<file path="src/core/mem_map_pkg.sv">
// Constants and types for the core memory address maps.
// Assumes one core clock; all users import the whole package.
package mem_map_pkg;

  // ----------------------------------------------------------------
  // Program memory
  // ----------------------------------------------------------------
  localparam int        PC_W      = 13;
  localparam int        PMEM_AW   = 11;
  localparam int        INSN_W    = 14;
  localparam logic [12:0] RESET_VEC = 13'h0000;
  localparam logic [12:0] IRQ_VEC   = 13'h0004;
  localparam logic [12:0] PC_INC    = 13'h0001;

  // ----------------------------------------------------------------
  // Data memory
  // ----------------------------------------------------------------
  localparam int        OFFS_W         = 7;
  localparam int        DADDR_W        = 9;
  localparam int        BANK_HI_BIT    = 6;
  localparam int        BANK_LO_BIT    = 5;
  localparam int        IND_PAGE_BIT   = 7;
  localparam logic [6:0] SFR_TOP       = 7'h1F;
  localparam logic [6:0] COMMON_BASE   = 7'h70;
  localparam logic [6:0] OFF_INDIRECT  = 7'h00;
  localparam logic [6:0] OFF_STATUS    = 7'h03;
  localparam logic [6:0] OFF_FSP       = 7'h04;
  // Offsets 02h, 03h, 04h, 0Ah, 0Bh are shared by all banks
  localparam logic [31:0] MIRROR_MASK  = 32'h00000C1C;
  localparam logic [7:0] STATUS_RST    = 8'h00;
  localparam logic [7:0] FSP_RST       = 8'h00;
  localparam logic [7:0] DATA_ZERO     = 8'h00;

  // What a decoded data access reaches
  typedef enum logic [2:0] {
    K_NULL   = 3'b000,
    K_STATUS = 3'b001,
    K_FSP    = 3'b010,
    K_SFR    = 3'b011,
    K_GPR    = 3'b100
  } kind_t;

endpackage : mem_map_pkg

</file>
<file path="src/core/dmap_if.sv">
// Carrier between the data access logic and the address decoder.
// Assumes the decoder is purely combinational.
interface dmap_if;
  import mem_map_pkg::*;

  logic [1:0] bank;
  logic [6:0] offset;
  logic [7:0] fsp;
  logic       ind_page;
  logic [8:0] phys_addr;
  kind_t      kind;

  modport decoder (input bank, offset, fsp, ind_page,
                   output phys_addr, kind);
  modport user    (output bank, offset, fsp, ind_page,
                   input phys_addr, kind);
endinterface : dmap_if

</file>
<file path="src/core/pc_seq.sv">
// Program counter and fetch address for the program bus.
// Assumes the core gives at most one of irq/jump/step priority per cycle.
module pc_seq
  import mem_map_pkg::*;
#(
  parameter int AW = PMEM_AW
) (
  // Clock and reset
  input  wire logic          clk,
  input  wire logic          rst_n,
  // Sequencing requests
  input  wire logic          irq_take,
  input  wire logic          pc_jump,
  input  wire logic [12:0]   jump_target,
  input  wire logic          fetch_step,
  // Program bus
  output logic [12:0]        pc_r,
  output logic [AW-1:0]      fetch_addr_r
);

  // Implemented memory cannot exceed the counter's reach
  if (AW < 1 || AW > PC_W) begin : g_chk
    $error("pc_seq: AW out of range");
  end

  logic [12:0]   pc_nxt;
  logic [AW-1:0] fetch_nxt;

  // ----------------------------------------------------------------
  // Next counter value
  // ----------------------------------------------------------------
  // Interrupt beats jump beats step
  always_comb begin
    pc_nxt = pc_r;
    if (!rst_n) begin
      pc_nxt = RESET_VEC;
    end else if (irq_take) begin
      pc_nxt = IRQ_VEC;
    end else if (pc_jump) begin
      pc_nxt = jump_target;
    end else if (fetch_step) begin
      pc_nxt = 13'(pc_r + PC_INC);
    end
    // Upper bits dropped: fetch wraps onto real words
    fetch_nxt = pc_nxt[AW-1:0];
  end

  // Registers only
  always_ff @(posedge clk) begin
    pc_r         <= pc_nxt;
    fetch_addr_r <= fetch_nxt;
  end
endmodule : pc_seq

</file>
<file path="src/core/addr_decode.sv">
// Data address decoder: bank, offset and pointer to a physical target.
// Assumes the user drives all decoder inputs every cycle.
module addr_decode
  import mem_map_pkg::*;
(
  // Decode request and result
  dmap_if.decoder dm
);

  logic [8:0] eff;
  logic [6:0] off_e;
  logic       is_sfr;
  logic       shared;

  // ----------------------------------------------------------------
  // Effective address and region
  // ----------------------------------------------------------------
  // Indirect target is decoded like any direct address
  always_comb begin
    if (dm.offset == OFF_INDIRECT) begin
      eff = {dm.ind_page, dm.fsp};
    end else begin
      eff = {dm.bank, dm.offset};
    end
    off_e  = eff[6:0];
    is_sfr = off_e <= SFR_TOP;
    // Shared SFRs and the common RAM tail fold onto bank 0
    shared = (is_sfr && MIRROR_MASK[off_e[4:0]])
             || off_e >= COMMON_BASE;
    dm.phys_addr = shared ? {2'b00, off_e} : eff;
    if (off_e == OFF_INDIRECT) begin
      dm.kind = K_NULL;      // Pointer aimed at itself reaches nothing
    end else if (off_e == OFF_STATUS) begin
      dm.kind = K_STATUS;
    end else if (off_e == OFF_FSP) begin
      dm.kind = K_FSP;
    end else if (is_sfr) begin
      dm.kind = K_SFR;
    end else begin
      dm.kind = K_GPR;
    end
  end

endmodule : addr_decode

</file>
<file path="src/core/mem_map_core.sv">
// Core memory address maps: program fetch and banked data memory.
// Assumes the core issues at most one data request per cycle and
// answers external SFR reads combinationally in the cycle asked.
module mem_map_core
  import mem_map_pkg::*;
#(
  parameter int GPR_DEPTH = 512
) (
  // Clock and reset
  input  wire logic         clk,
  input  wire logic         rst_n,
  // Program sequencing
  input  wire logic         irq_take,
  input  wire logic         pc_jump,
  input  wire logic [12:0]  jump_target,
  input  wire logic         fetch_step,
  // Program bus
  output logic [12:0]       pc_r,
  output logic [10:0]       fetch_addr_r,
  // Data request
  input  wire logic         dm_req,
  input  wire logic         dm_write,
  input  wire logic [6:0]   dm_offset,
  input  wire logic [7:0]   dm_wdata,
  // Data answer
  output logic [7:0]        dm_rdata_r,
  output logic              dm_rvalid_r,
  // External SFR port
  output logic              sfr_req_r,
  output logic              sfr_write_r,
  output logic [8:0]        sfr_addr_r,
  output logic [7:0]        sfr_wdata_r,
  input  wire logic [7:0]   sfr_rdata,
  // Core state
  output logic [7:0]        status_r,
  output logic [7:0]        fsp_r
);

  // Array holds the whole 9-bit data space
  if (GPR_DEPTH != (1 << DADDR_W)) begin : g_chk
    $error("mem_map_core: GPR_DEPTH must cover the data space");
  end

  // ----------------------------------------------------------------
  // Program side
  // ----------------------------------------------------------------
  // Own bus: runs regardless of any data access
  pc_seq #(
    .AW           (PMEM_AW)
  ) u_pc (
    .clk          (clk),
    .rst_n        (rst_n),
    .irq_take     (irq_take),
    .pc_jump      (pc_jump),
    .jump_target  (jump_target),
    .fetch_step   (fetch_step),
    .pc_r         (pc_r),
    .fetch_addr_r (fetch_addr_r)
  );

  // ----------------------------------------------------------------
  // Decode
  // ----------------------------------------------------------------
  dmap_if dmap ();

  // Bank comes straight from the status bits
  assign dmap.bank     = {status_r[BANK_HI_BIT],
                          status_r[BANK_LO_BIT]};
  assign dmap.offset   = dm_offset;
  assign dmap.fsp      = fsp_r;
  assign dmap.ind_page = status_r[IND_PAGE_BIT];

  addr_decode u_dec (
    .dm (dmap.decoder)
  );

  // ----------------------------------------------------------------
  // Stage 1: decoded access
  // ----------------------------------------------------------------
  logic        s1_valid_r, s1_valid_nxt;
  logic        s1_write_r, s1_write_nxt;
  logic [8:0]  s1_phys_r,  s1_phys_nxt;
  kind_t       s1_kind_r,  s1_kind_nxt;
  logic [7:0]  s1_wdata_r, s1_wdata_nxt;
  logic        sfr_req_nxt;
  logic        sfr_write_nxt;

  // Capture decode; bank used is the one current at request time
  always_comb begin
    s1_valid_nxt  = rst_n && dm_req;
    s1_write_nxt  = dm_write;
    s1_phys_nxt   = dmap.phys_addr;
    s1_kind_nxt   = dmap.kind;
    s1_wdata_nxt  = dm_wdata;
    sfr_req_nxt   = s1_valid_nxt && dmap.kind == K_SFR;
    sfr_write_nxt = sfr_req_nxt && dm_write;
  end

  // Registers only
  always_ff @(posedge clk) begin
    s1_valid_r  <= s1_valid_nxt;
    s1_write_r  <= s1_write_nxt;
    s1_phys_r   <= s1_phys_nxt;
    s1_kind_r   <= s1_kind_nxt;
    s1_wdata_r  <= s1_wdata_nxt;
    sfr_req_r   <= sfr_req_nxt;
    sfr_write_r <= sfr_write_nxt;
    sfr_addr_r  <= s1_phys_nxt;
    sfr_wdata_r <= s1_wdata_nxt;
  end

  // ----------------------------------------------------------------
  // Core SFRs: status and pointer
  // ----------------------------------------------------------------
  logic [7:0] status_nxt;
  logic [7:0] fsp_nxt;
  logic       s1_wr;

  // Written one cycle after the request; a request in that same
  // cycle still decodes with the old bank, trading a hazard for speed
  always_comb begin
    s1_wr      = s1_valid_r && s1_write_r;
    status_nxt = status_r;
    fsp_nxt    = fsp_r;
    if (!rst_n) begin
      status_nxt = STATUS_RST;
      fsp_nxt    = FSP_RST;
    end else if (s1_wr && s1_kind_r == K_STATUS) begin
      status_nxt = s1_wdata_r;
    end else if (s1_wr && s1_kind_r == K_FSP) begin
      fsp_nxt = s1_wdata_r;
    end
  end

  // Registers only
  always_ff @(posedge clk) begin
    status_r <= status_nxt;
    fsp_r    <= fsp_nxt;
  end

  // ----------------------------------------------------------------
  // General purpose static RAM
  // ----------------------------------------------------------------
  // Full-space array; SFR slots never written, left to synthesis
  logic [7:0] gpr_mem [GPR_DEPTH];
  logic       gpr_we;

  assign gpr_we = s1_wr && s1_kind_r == K_GPR;

  // RAM has no reset, like a real SRAM macro
  always_ff @(posedge clk) begin
    if (gpr_we) begin
      gpr_mem[s1_phys_r] <= s1_wdata_r;
    end
  end

  // ----------------------------------------------------------------
  // Stage 2: read answer
  // ----------------------------------------------------------------
  logic [7:0] rdata_nxt;
  logic       rvalid_nxt;

  // Reads return two edges after the request
  always_comb begin
    rvalid_nxt = rst_n && s1_valid_r && !s1_write_r;
    rdata_nxt  = dm_rdata_r;
    if (!rst_n) begin
      rdata_nxt = DATA_ZERO;
    end else if (rvalid_nxt) begin
      case (s1_kind_r)
        K_STATUS: rdata_nxt = status_r;
        K_FSP:    rdata_nxt = fsp_r;
        K_SFR:    rdata_nxt = sfr_rdata;
        K_GPR:    rdata_nxt = gpr_mem[s1_phys_r];
        default:  rdata_nxt = DATA_ZERO;
      endcase
    end
  end

  // Registers only
  always_ff @(posedge clk) begin
    dm_rdata_r  <= rdata_nxt;
    dm_rvalid_r <= rvalid_nxt;
  end
endmodule : mem_map_core

</file>
<file path="config.mk">
export PLATFORM = sky130hd
export DESIGN_NAME = mem_map_core
export DESIGN_NICKNAME = d
export VERILOG_FILES = /design/src/core/mem_map_pkg.sv /design/src/core/dmap_if.sv /design/src/core/pc_seq.sv /design/src/core/addr_decode.sv /design/src/core/mem_map_core.sv
export SDC_FILE = /design/constraint.sdc
export NUM_CORES = 2
export LEC_CHECK = 0
export CAP_MARGIN = 40
export CORE_MARGIN = 3
export CORE_UTILIZATION = 50
export CTS_CLUSTER_SIZE = 24
export DETAILED_ROUTE_END_ITERATION = 16
export DONT_BUFFER_PORTS = 1
export PLACE_DENSITY_LB_ADDON = 0.12
export RECOVER_POWER = 100
export SYNTH_ARGS = -nofsm -noshare
export SYNTH_HDL_FRONTEND = slang
export SYNTH_SLANG_ARGS = --single-unit
</file>
<file path="constraint.sdc">
create_clock -name clk -period 17.35 [get_ports clk]
set_input_delay 1.735 -clock clk [delete_from_list [all_inputs] [get_ports clk]]
set_output_delay 1.735 -clock clk [all_outputs]
set_load 0.02 [all_outputs]
</file>
==> results.tsv <==
metric	value	unit
drv_slew	4160	
p_per_area	116	nW/um2
cap_violations	84	
rows	207	
cts_tree	built	
place_area	168000	um2
slew_headroom	-442	%
synth_area_leaders	edfxtp_1 76%, mux4_2 13%, mux2i_1 2.3%, nor2_1 1.4%, dfxtp_1 0.77%	
final_area	180000	um2
root_buffer	clkbuf_16	
rsz0062_at_grt	no	
violations	max-capacitance violations, max-slew violations	
port_buffers	0	
ys_ff_latch	4158	
status	finished with violations	
setup_violations	0	
syn-cell-area	161000	um2
async_reset_ff_share	0	%
start_kind	flip-flop	
synth_fp_nets	7689	
cts_buffer_depth	4	
fin_crit	11670	ps
netlist_top_cells_count	4096 x edfxtp_1, 950 x mux4_2, 612 x nor2_1	
vdd_ir_drop_max	0.000111	V
pin_count	111	
synth_top_cell_by_area	edfxtp_1	
drtIter0Drc	9531	
syn_to_final_growth	11.6	%
layout-drive-gt1-share	21.2	%
grt_pass1_wl	627	mm
cp.arrival	12130	ps
core	320000	um2
vias_per_cell	6.36	
synth_top_area_share	76.3	%
cp-end-kind	flip-flop	
wl_per_cell	35.1	um
grt_pass1_vias	80491	
ys_warn_count	0	
drc_errors	0	
die_h	574	um
insertion_delay	980	ps
crit_fanout	40	
fillers	24036	
final_cells	12650	
hpwl	279	mm
placed_cells	11847	
fp.dieArea	329000	um2
avgSynthCellArea	21.1	um2
clkSinkCount	4158	
antenna_found_initial	24	
dr_total_vias	80479	
tns	0	ps
tightest_slew	8130	ps
ys_types	71	
ys_seq_area_share	77.1	%
firstDrtPassIters	6	
grt_max_degree	171	
clk_pin_slew	60	ps
skew	75.2	ps
fmax	85.7	MHz
grt_overflow_total	0	
post-synth-top-count-cell	edfxtp_1	
min_path_type	flip-flop to flip-flop	
cts_setup_buffers	0	
cts-htree-levels	5	
post_cts_resized	0	
grtUsageTotal	26.8	%
holdBufCountCts	0	
cp.required	17810	ps
power.leakage	55.5	nW
syn_inst	7645	
nets	8038	
critPathKind	flip-flop to flip-flop	
wl	444	mm
finalHoldViolations	0	
ant_nets	0	
fin_crit_sh	67.3	%
p_total	20.8	mW
cts_made_buffers	423	
synth_ff_type	edfxtp_1	
die_x	574	um
start_util	50.4	%
globalplace.congestion	0.823	
synth_edf_count	4096	
## logic make-up after synthesis
family,count (synthesis),share of synthesized area (%)
fa+ha+maj,1,0.00776
mux,1360,15.9
compound gates,598,2.53
simple gates,1024,2.73
xor+xnor,13,0.0706
flops,4158,77.1
buf+inv,491,1.67
## sequential cells by signal, summed over array words and instances (netlist names)
name               flops
u_pc.fetch_addr_r     11
sfr_req_r              1
dm_rvalid_r            1
s1_kind_r              3
fsp_r                  8
dm_rdata_r             8
u_pc.pc_r              2
s1_wdata_r             8
sfr_write_r            1
s1_phys_r              9
s1_write_r             1
s1_valid_r             1
status_r               8
gpr_mem             4096
## cell type report
class / count / area (um2) / area share (%)
Clock buffer: 534 / 11200 / 6.22
Sequential cell: 4158 / 124000 / 69.0
Tap cell: 4284 / 5360 / 2.98
Multi-Input combinational cell: 2996 / 34400 / 19.1
Antenna cell: 15 / 37.5 / 0.0209
Timing Repair Buffer: 401 / 2470 / 1.37
Clock inverter: 248 / 2160 / 1.20
Inverter: 14 / 62.6 / 0.0348
## power breakdown
part	leakage, nW	internal (mW)	switching, mW
logic	11.7	0.304	0.582
clock network	6.53	5.01	3.80
registers	37.3	11.1	0.0255
total	55.5	16.4	4.41
## cell usage in the layout (no fill, tap or decap), types with 94 or more instances in the layout
master | Yosys | final
a21oi_1 | 107 | 107
mux2i_1 | 377 | 376
nand2_1 | 178 | 176
a22oi_1 | 107 | 107
o22ai_1 | 129 | 129
clkbuf_16 | 0 | 430
mux4_2 | 950 | 950
nor2_1 | 612 | 604
buf_4 | 84 | 132
clkbuf_1 | 142 | 329
clkinv_1 | 1 | 94
edfxtp_1 | 4096 | 4096
## critical path, cell delays in order, from the launching register on
cell      delay, ps
dfxtp_1        1980
clkbuf_1       1860
clkbuf_1       1890
nor4_1          380
nand2_1        1030
clkbuf_1       1360
clkbuf_1       1850
nor2_1          750
## stage by stage
stage,util [%],setup WS (ps),hold slack (ps)
after floorplan,-,8960,486
after global placement,51.9,10750,567
after detailed placement,52.5,10900,563
after CTS,56.7,10840,571
after global routing,56.3,5490,566
final,56.3,5680,548
## path summary, 6_finish.rpt
path                start              to  slack (ps)  depth (start not counted)
max          s1_phys_r[1]  gpr_mem[41][0]        5680                          7
min           status_r[3]     status_r[3]         550                          2
max reg2reg  s1_phys_r[1]  gpr_mem[41][0]        5680                          7
min reg2reg   status_r[3]     status_r[3]         550                          2
## per-layer routing
layer  vias up  part of all wire [%]  global-route usage [%]
li1      32589                     -                       -
met1     43280                    39                    37.4
met2      3827                    49                    43.4
met3       777                   7.9                    4.39
met4         6                   4.2                    9.34
met5         -                0.0083                       0
Note: power is estimated with default switching activity, not from simulation.
